--- config.mk ---
export PLATFORM = sky130hd
export DESIGN_NAME = hcac_csr
export DESIGN_NICKNAME = d
export VERILOG_FILES = /design/src/hcac_pkg.sv /design/src/hcac_csr.sv
export SDC_FILE = /design/constraint.sdc
export NUM_CORES = 2
export LEC_CHECK = 0
export ABC_AREA = 1
export BUFFER_PORTS_ARGS = -buffer_cell sky130_fd_sc_hd__buf_2
export CAP_MARGIN = 10
export CORE_ASPECT_RATIO = 1.75
export CORE_MARGIN = 2
export CORE_UTILIZATION = 58
export CTS_CLUSTER_DIAMETER = 100
export DETAILED_ROUTE_END_ITERATION = 7
export MAX_ROUTING_LAYER = met4
export PLACE_DENSITY = 0.76
export SLEW_MARGIN = 20
export SYNTH_ARGS = -nofsm -noshare
export SYNTH_HDL_FRONTEND = slang
export SYNTH_SLANG_ARGS = --single-unit
--- constraint.sdc ---
create_clock -name clk_i -period 45.5 [get_ports clk_i]
set_clock_uncertainty 0.15 [all_clocks]
set_input_delay 9.1 -clock clk_i [delete_from_list [all_inputs] [get_ports clk_i]]
set_output_delay 9.1 -clock clk_i [all_outputs]
set_load 0.03 [all_outputs]
--- src/hcac_pkg.sv ---
// Purpose: shared constants of the hypervisor csr access control block
// Assumes: 32-bit csr data, 12-bit csr addresses
// Notes:   csr addresses are plain defaults and may be adjusted per core
package hcac_pkg;

  // data and counter geometry
  localparam int          XLEN          = 32;
  localparam int          XREG_COUNT    = 32;
  localparam int          OVF_FIRST     = 3;
  localparam logic [31:0] OVF_MASK      = 32'hFFFF_FFF8;

  // nominal privilege encoding
  localparam logic [1:0]  PRIV_U        = 2'h0;
  localparam logic [1:0]  PRIV_S        = 2'h1;
  localparam logic [1:0]  PRIV_H        = 2'h2;
  localparam logic [1:0]  PRIV_M        = 2'h3;

  // isa configuration: hypervisor enable bit
  localparam int          ISA_H_BIT     = 7;
  localparam logic        ISA_H_RESET   = 1'b1;
  localparam logic [31:0] ISA_FIXED     = 32'h4000_1100;

  // machine, counter and supervisor csr addresses
  localparam logic [11:0] ADDR_ISA      = 12'h301;
  localparam logic [11:0] ADDR_MCNTEN   = 12'h306;
  localparam logic [11:0] ADDR_OVF_CTL  = 12'h7C0;
  localparam logic [11:0] ADDR_SHADOW   = 12'hDA0;
  localparam logic [11:0] ADDR_HCNTEN   = 12'h606;
  localparam logic [11:0] ADDR_SCNTEN   = 12'h106;
  localparam logic [11:0] ADDR_SENVCFG  = 12'h10A;
  localparam logic [11:0] ADDR_SCONTEXT = 12'h5A8;

  // supervisor csrs that own a guest copy: host at 0x1xx, guest at 0x2xx
  localparam int          NCOPY         = 9;
  localparam logic [3:0]  PAGE_HOST     = 4'h1;
  localparam logic [3:0]  PAGE_GUEST    = 4'h2;
  localparam logic [7:0]  COPY_LOW [NCOPY] = '{8'h00, 8'h04, 8'h05, 8'h40, 8'h41,
                                                8'h42, 8'h43, 8'h44, 8'h80};
  localparam int          IDX_STATUS    = 0;
  localparam int          IDX_ATP       = 8;
  localparam int          STATUS_SIE    = 1;

  // reset values
  localparam logic [31:0] CSR_RESET     = 32'h0000_0000;

endpackage

--- src/hcac_csr.sv ---
// Purpose: csr access steering, privilege tracking and overflow shadow
// Assumes: pipeline issues at most one csr access per request pulse
// Notes:   answer comes one cycle after the request
// Functional notes
// shadow register mirrors overflow flags 3 to 31
// machine level reads shadow ungated
// host supervisor gates by machine counter enable
// guest supervisor gates by both enables
// isa bit 7 enables hypervisor, writable
// 32 integer registers, trap value, translation
// flag picks host or guest privilege set
// nominal privilege U or S reported; code also reports M
// rank levels; host user disables guest interrupts
// hypervisor csrs reachable from machine and host supervisor only
// guest running redirects supervisor csrs to copies
// direct copy access traps virtual or illegal
// copies addressable only from machine or host
// host copies kept but inactive while guest
// guest copies inert but accessible when host
// no-copy supervisor csrs keep function under guest
// overflow flag sticky until software writes
// feature off forces flag zero, rejects accesses
`timescale 1ns/1ps
module hcac_csr #(
  parameter int XREGS       = hcac_pkg::XREG_COUNT,
  parameter bit TVAL_HARDWIRED = 1'b0,
  parameter bit PAGE_XLATE  = 1'b1
) (
  // clock and reset
  input  wire logic        clk_i,
  input  wire logic        rst_n_i,
  // csr access from the pipeline
  input  wire logic        csr_req_i,
  input  wire logic        csr_we_i,
  input  wire logic [11:0] csr_addr_i,
  input  wire logic [31:0] csr_wdata_i,
  // csr answer
  output logic             csr_done_o,
  output logic [31:0]      csr_rdata_o,
  output logic             csr_illegal_o,
  output logic             csr_virtual_o,
  // privilege mode updates (trap entry, return)
  input  wire logic        mode_set_i,
  input  wire logic [1:0]  mode_priv_i,
  input  wire logic        mode_virt_i,
  // counter overflow events, one-cycle pulses per counter
  input  wire logic [31:0] ovf_event_i,
  // privilege state
  output logic             virt_o,
  output logic [1:0]       nominal_priv_o,
  output logic             two_stage_o,
  output logic             guest_irq_en_o,
  // active supervisor state seen by the hart
  output logic [31:0]      active_status_o,
  output logic [31:0]      active_atp_o
);

  localparam int NC = hcac_pkg::NCOPY;
  // reset release through two flops
  logic rst_s1;
  logic rst_n;
  always_ff @(posedge clk_i or negedge rst_n_i) begin
    if (!rst_n_i) begin
      rst_s1 <= 1'b0;
      rst_n  <= 1'b0;
    end else begin
      rst_s1 <= 1'b1;
      rst_n  <= rst_s1;
    end
  end

  // state
  logic              isa_h;
  logic [31:0]       mcnten;
  logic [31:0]       hcnten;
  logic [31:0]       ovf_flag;
  logic [31:0]       scnten;
  logic [31:0]       senvcfg;
  logic [31:0]       scontext;
  logic [1:0]        priv;
  logic              virt;
  logic [31:0]       copy_mem [32];  // bank select is index bit 4, so each half keeps spare slots
  logic              done;
  logic [31:0]       rdata;
  logic              illegal;
  logic              virtual_exc;

  // decode results
  logic              hyp_or_vs;
  logic              ro_space;
  logic [1:0]        need_lvl;
  logic              copy_hit;
  logic [3:0]        copy_idx;
  logic              bank_guest;
  logic              known;
  logic              access_ok;
  logic [31:0]       shadow_rd;
  logic [31:0]       rd_mux;

  // next values
  logic              next_isa_h;
  logic [31:0]       next_mcnten;
  logic [31:0]       next_hcnten;
  logic [31:0]       next_ovf_flag;
  logic [31:0]       next_scnten;
  logic [31:0]       next_senvcfg;
  logic [31:0]       next_scontext;
  logic [1:0]        next_priv;
  logic              next_virt;
  logic              next_copy_we;
  logic [4:0]        next_copy_sel;
  logic              next_done;
  logic [31:0]       next_rdata;
  logic              next_illegal;
  logic              next_virtual;

  // address decode; supervisor copies redirect to the guest bank when running a guest
  always_comb begin
    hyp_or_vs  = (csr_addr_i[9:8] == hcac_pkg::PRIV_H);
    ro_space   = (csr_addr_i[11:10] == 2'h3);
    need_lvl   = hyp_or_vs ? hcac_pkg::PRIV_S : csr_addr_i[9:8];
    copy_hit   = 1'b0;
    copy_idx   = 4'h0;
    for (int i = 0; i < NC; i++) begin
      if (csr_addr_i[7:0] == hcac_pkg::COPY_LOW[i] &&
          (csr_addr_i[11:8] == hcac_pkg::PAGE_HOST || csr_addr_i[11:8] == hcac_pkg::PAGE_GUEST)) begin
        copy_hit = 1'b1;
        copy_idx = 4'(i);
      end
    end
    bank_guest = (csr_addr_i[11:8] == hcac_pkg::PAGE_GUEST) || virt;
    known      = copy_hit || csr_addr_i == hcac_pkg::ADDR_ISA || csr_addr_i == hcac_pkg::ADDR_MCNTEN ||
                 csr_addr_i == hcac_pkg::ADDR_OVF_CTL || csr_addr_i == hcac_pkg::ADDR_SHADOW ||
                 csr_addr_i == hcac_pkg::ADDR_HCNTEN || csr_addr_i == hcac_pkg::ADDR_SCNTEN ||
                 csr_addr_i == hcac_pkg::ADDR_SENVCFG || csr_addr_i == hcac_pkg::ADDR_SCONTEXT;
  end

  // overflow shadow, read gating by privilege and counter enables
  always_comb begin
    if (priv == hcac_pkg::PRIV_M) begin
      shadow_rd = ovf_flag;
    end else if (!virt) begin
      shadow_rd = ovf_flag & mcnten;
    end else begin
      shadow_rd = ovf_flag & mcnten & hcnten;
    end
  end

  // read data mux; hypervisor registers outside this block read zero
  always_comb begin
    rd_mux = hcac_pkg::CSR_RESET;
    if (copy_hit) begin
      rd_mux = copy_mem[{bank_guest, copy_idx}];
    end else if (csr_addr_i == hcac_pkg::ADDR_ISA) begin
      rd_mux = hcac_pkg::ISA_FIXED | (32'(isa_h) << hcac_pkg::ISA_H_BIT);
    end else if (csr_addr_i == hcac_pkg::ADDR_MCNTEN) begin
      rd_mux = mcnten;
    end else if (csr_addr_i == hcac_pkg::ADDR_OVF_CTL) begin
      rd_mux = ovf_flag;
    end else if (csr_addr_i == hcac_pkg::ADDR_SHADOW) begin
      rd_mux = shadow_rd;
    end else if (csr_addr_i == hcac_pkg::ADDR_HCNTEN) begin
      rd_mux = hcnten;
    end else if (csr_addr_i == hcac_pkg::ADDR_SCNTEN) begin
      rd_mux = scnten;
    end else if (csr_addr_i == hcac_pkg::ADDR_SENVCFG) begin
      rd_mux = senvcfg;
    end else if (csr_addr_i == hcac_pkg::ADDR_SCONTEXT) begin
      rd_mux = scontext;
    end
  end

  // access checks, first failing check decides the exception
  always_comb begin
    next_illegal = 1'b0;
    next_virtual = 1'b0;
    if (!isa_h && hyp_or_vs) begin
      next_illegal = 1'b1;
    end else if (priv < need_lvl) begin
      // guest levels trap virtual for s and h space, host user traps illegal
      next_virtual = virt && need_lvl != hcac_pkg::PRIV_M;
      next_illegal = !(virt && need_lvl != hcac_pkg::PRIV_M);
    end else if (virt && hyp_or_vs) begin
      next_virtual = 1'b1;
    end else if (ro_space && csr_we_i) begin
      next_illegal = 1'b1;
    end else if (!known) begin
      next_illegal = 1'b1;
    end
    access_ok  = csr_req_i && !next_illegal && !next_virtual;
    next_done  = csr_req_i;
    next_rdata = csr_req_i ? rd_mux : rdata;
    next_illegal = next_illegal && csr_req_i;
    next_virtual = next_virtual && csr_req_i;
  end

  // register writes; overflow events win over a software write
  always_comb begin
    next_isa_h    = isa_h;
    next_mcnten   = mcnten;
    next_hcnten   = hcnten;
    next_ovf_flag = ovf_flag;
    next_scnten   = scnten;
    next_senvcfg  = senvcfg;
    next_scontext = scontext;
    next_copy_we  = access_ok && csr_we_i && copy_hit;
    next_copy_sel = {bank_guest, copy_idx};
    if (access_ok && csr_we_i) begin
      if (csr_addr_i == hcac_pkg::ADDR_ISA) begin
        next_isa_h = csr_wdata_i[hcac_pkg::ISA_H_BIT];
      end else if (csr_addr_i == hcac_pkg::ADDR_MCNTEN) begin
        next_mcnten = csr_wdata_i;
      end else if (csr_addr_i == hcac_pkg::ADDR_OVF_CTL) begin
        next_ovf_flag = csr_wdata_i & hcac_pkg::OVF_MASK;
      end else if (csr_addr_i == hcac_pkg::ADDR_HCNTEN) begin
        next_hcnten = csr_wdata_i;
      end else if (csr_addr_i == hcac_pkg::ADDR_SCNTEN) begin
        next_scnten = csr_wdata_i;
      end else if (csr_addr_i == hcac_pkg::ADDR_SENVCFG) begin
        next_senvcfg = csr_wdata_i;
      end else if (csr_addr_i == hcac_pkg::ADDR_SCONTEXT) begin
        next_scontext = csr_wdata_i;
      end
    end
    next_ovf_flag = next_ovf_flag | (ovf_event_i & hcac_pkg::OVF_MASK);
  end

  // privilege tracking; a guest never sits at machine level
  always_comb begin
    next_priv = priv;
    next_virt = virt;
    if (mode_set_i) begin
      next_priv = (mode_priv_i == hcac_pkg::PRIV_H) ? hcac_pkg::PRIV_U : mode_priv_i;
      next_virt = mode_virt_i;
    end
    if (!next_isa_h || next_priv == hcac_pkg::PRIV_M) begin
      next_virt = 1'b0;
    end
  end

  // state registers
  always_ff @(posedge clk_i or negedge rst_n) begin
    if (!rst_n) begin
      isa_h       <= hcac_pkg::ISA_H_RESET;
      mcnten      <= hcac_pkg::CSR_RESET;
      hcnten      <= hcac_pkg::CSR_RESET;
      ovf_flag    <= hcac_pkg::CSR_RESET;
      scnten      <= hcac_pkg::CSR_RESET;
      senvcfg     <= hcac_pkg::CSR_RESET;
      scontext    <= hcac_pkg::CSR_RESET;
      priv        <= hcac_pkg::PRIV_M;
      virt        <= 1'b0;
      done        <= 1'b0;
      rdata       <= hcac_pkg::CSR_RESET;
      illegal     <= 1'b0;
      virtual_exc <= 1'b0;
    end else begin
      isa_h       <= next_isa_h;
      mcnten      <= next_mcnten;
      hcnten      <= next_hcnten;
      ovf_flag    <= next_ovf_flag;
      scnten      <= next_scnten;
      senvcfg     <= next_senvcfg;
      scontext    <= next_scontext;
      priv        <= next_priv;
      virt        <= next_virt;
      done        <= next_done;
      rdata       <= next_rdata;
      illegal     <= next_illegal;
      virtual_exc <= next_virtual;
    end
  end

  // both supervisor banks; host and guest copies each keep their own values
  always_ff @(posedge clk_i or negedge rst_n) begin
    if (!rst_n) begin
      for (int i = 0; i < 32; i++) begin
        copy_mem[i] <= hcac_pkg::CSR_RESET;
      end
    end else if (next_copy_we) begin
      copy_mem[next_copy_sel] <= csr_wdata_i;
    end
  end

  // outputs; only the bank selected by the flag drives hart behaviour
  assign csr_done_o      = done;
  assign csr_rdata_o     = rdata;
  assign csr_illegal_o   = illegal;
  assign csr_virtual_o   = virtual_exc;
  assign virt_o          = virt;
  assign two_stage_o     = virt;
  assign nominal_priv_o  = priv;
  assign active_status_o = copy_mem[{virt, 4'(hcac_pkg::IDX_STATUS)}];
  assign active_atp_o    = copy_mem[{virt, 4'(hcac_pkg::IDX_ATP)}];
  // host supervisor outranks guests; host user masks guest interrupts
  assign guest_irq_en_o  = virt ? (priv == hcac_pkg::PRIV_U ||
                                   active_status_o[hcac_pkg::STATUS_SIE])
                                : (priv != hcac_pkg::PRIV_U);
endmodule

==> impl_metrics.ini <==
[sta]
fin_crit_ns = 13.37
holdWs_ns = 0.198
drv_slew = 0
final_hold_viol_count = 0
slew_headroom_pct = 18.0
worstMarginPinSlew_ns = 1.23
fin_tns_setup_ns = 0
grt_setup_unrepaired = false
fin_crit_sh_pct = 29.4
max_freq_mhz = 74.8
setup_viol = 0

[die]
coreArea_mm2 = 0.0784
num_io_pins = 188
die_y_um = 376
fp.dieW_um = 216
start_util_pct = 58.4
rows = 136
die_area_mm2 = 0.0813

[run_status]
status = finished, final reports clean

[logic_synthesis]
synthesis.nets = 5933
synth-seq-cells = 994
syn_area_per_cell_um2 = 7.83
yosysUniqueCellTypes = 40
synth_warnings = 0
ys_seq_area_share_pct = 54.3
synthArstFlopShare_pct = 100
synth_area_mm2 = 0.0458
synth-edff-count = 0
synth_top_flop_cell = dfrtp_1
syn_inst = 5848

[grt]
grt_pass1_vias = 37800
top_usage_layer = met2
antenna_found_initial = 7
grt.overflow.total = 0
use_met1_pct = 44.5
grt_pass1_wl_um = 218000
grt_usage_pct = 36.1
grt_util_met3_pct = 5.04
use_met2_pct = 57.2
grt_max_degree = 172

[setup_path]
reg2reg_depth = 9
cp-endpoint = copy_mem[370]
cp.depth = 14
critPathTopFamily = simple AND/OR/NAND/NOR gates
arrival_ns = 13.73
criticalPathCategory = in2reg
required_ns = 45.86
r2r_slack_ns = 40.25
path_cells = buf_2, nor2_2, nand2_1, nor2_1, nand3_2, clkinv_1, nor3_1, nand3_2, nand3_4, nor2_8, nand3_2, buf_4, nand2_1, o21ai_0
crit_slowest_cell = nand3_2
regToRegEndpoint = copy_mem[472]
r2r_start = two_stage_o
startpoint = csr_addr_i[5]
cp_common_cell = nand3_2
critPathCaptureType = flip-flop
path_buf_inv = 3
crit_path_max_fanout = 40
crit_path_start_kind = input port
cp_slowest_stage_delay_ns = 0.78

[worst_hold_path]
hold_class = reg2async

[layout]
areaGrowthSynthToFinish_pct = 7.42
stdcell_area_mm2 = 0.0492
final_nets = 5661
fill_cells = 6781
layout_commonest_cell = nand2_1
final_cell_mix = nand2_1 (2264), dfrtp_1 (989), o21ai_0 (859)
drive_gt1_share_pct = 8.02
final_cells = 6689
fin_util_pct = 62.7

[routing]
ant_nets = 0
post-route-drc-count = 0
wire_per_inst_um = 21.0
vias_per_cell = 5.85
dr_total_vias = 39100
dr.pass1.iters = 6
drt_wl_total_um = 141000
drt_iter0_markers = 4059

[place]
gp_congestion = 0.961
placed_cells = 6521
placed_cell_area_mm2 = 0.0461
dp_hpwl_um = 82300
portBuffers = 184

[clock_tree]
root_buffer = clkbuf_16
ctsResizeCount = 0
path_clk_slew_ns = 0.07
insertion_delay_ns = 0.68
clock_path_buffers = 3
htreeDepth = 3
postCtsHoldBufs = 0
cts.sinks = 994
cts_tree = built
cts_setup_buffers = 0
cts_made_buffers = 88

[power]
peakVddDrop_v = 0.0000324
p_per_area_mw_per_mm2 = 35.5
p_leak_nw = 24.4

[job]
cap_violations = 0
-- per-stage QoR --
| step | total power, mW | setup WS [ns] |
|---|---|---|
| floorplan | 0.946 | 15.60 |
| detailed placement | 0.973 | 31.66 |
| CTS | 1.75 | 32.34 |
| global placement | 0.973 | 31.70 |
| global route | 1.79 | 31.97 |
| finish | 1.75 | 32.13 |
-- routing by layer --
| metal | up-vias | share of wire, % |
|---|---|---|
| met2 | 1927 | 47 |
| met1 | 18700 | 38 |
| met3 | 458 | 7.8 |
| li1 | 18100 | - |
| met4 | 0 | 6.5 |
| met5 | - | 0 |
-- worst reg2reg max path, stage by stage (launching register included) --
cell,delay (ns)
dfrtp_4,0.79
clkinv_2,0.51
nand2_1,0.42
inv_1,0.24
nor2_2,0.14
buf_4,0.60
inv_1,0.12
nor2_1,0.67
nand3_4,0.93
o21ai_0,0.55
-- cell type report --
type / count / area (um2) / share of cell area, %
tap: 1035 / 1290 / 2.63
clock inverter: 33 / 402 / 0.816
antenna: 7 / 17.5 / 0.0356
clock buffer: 128 / 2630 / 5.34
timing repair buffer: 243 / 1430 / 2.91
sequential: 994 / 24900 / 50.6
multi-input combinational: 4006 / 17600 / 35.8
inverter: 243 / 918 / 1.87
-- how the worst min path moves through the flow --
stage	to	from	depth (start not counted)	slack, ns
floorplan	rst_n	rst_s1	0	0.18
global placement	rst_n	rst_s1	0	0.18
finish	scnten[29]	rst_n	0	0.20
detailed placement	rst_n	rst_s1	0	0.20
global route	rst_n	rst_s1	0	0.22
CTS	rst_n	rst_s1	0	0.21
-- power breakdown --
part / switching [mW] / internal [mW]
registers: 0.00418 / 0.886
logic: 0.0564 / 0.0106
clock network: 0.344 / 0.448
-- cells by family after synthesis --
| kind of cell | Yosys count | synth area share (%) |
|---|---|---|
| buffers and inverters | 848 | 7.38 |
| adders and majority gates | 1 | 0.0273 |
| DFF | 994 | 54.3 |
| and+or+nand+nor | 2806 | 24.8 |
| other | 1 | 0.00819 |
| AOI/OAI and AO/OA | 1198 | 13.5 |
-- registers in the layout, indices dropped and copies added (netlist names), 2 cells and up --
register and cells:
mcnten 32, scnten 32, nominal_priv_o 2, senvcfg 32, scontext 32, csr_rdata_o 32
ovf_flag 29, hcnten 32, copy_mem 764
-- synth_stat cells, drive strengths merged (2+ instances only) --
| cell | count | area share [%] |
|---|---|---|
| a21boi | 4 | 0.066 |
| a21oi | 148 | 1.6 |
| a221oi | 4 | 0.076 |
| a31oi | 47 | 0.64 |
| buf | 146 | 1.6 |
| clkbuf | 459 | 3.8 |
| clkinv | 3 | 0.025 |
| dfrtp | 991 | 54 |
| dfstp | 3 | 0.17 |
| inv | 240 | 2.0 |
| nand2 | 2270 | 19 |
| nand3 | 338 | 4.1 |
| nand3b | 9 | 0.15 |
| nand4 | 32 | 0.44 |
| nor2 | 129 | 1.1 |
| nor3 | 18 | 0.23 |
| o211ai | 9 | 0.15 |
| o21a | 8 | 0.13 |
| o21ai | 948 | 10 |
| o221ai | 2 | 0.038 |
| o22ai | 28 | 0.38 |
| or2 | 9 | 0.12 |
(Power assumes the default switching activity.)
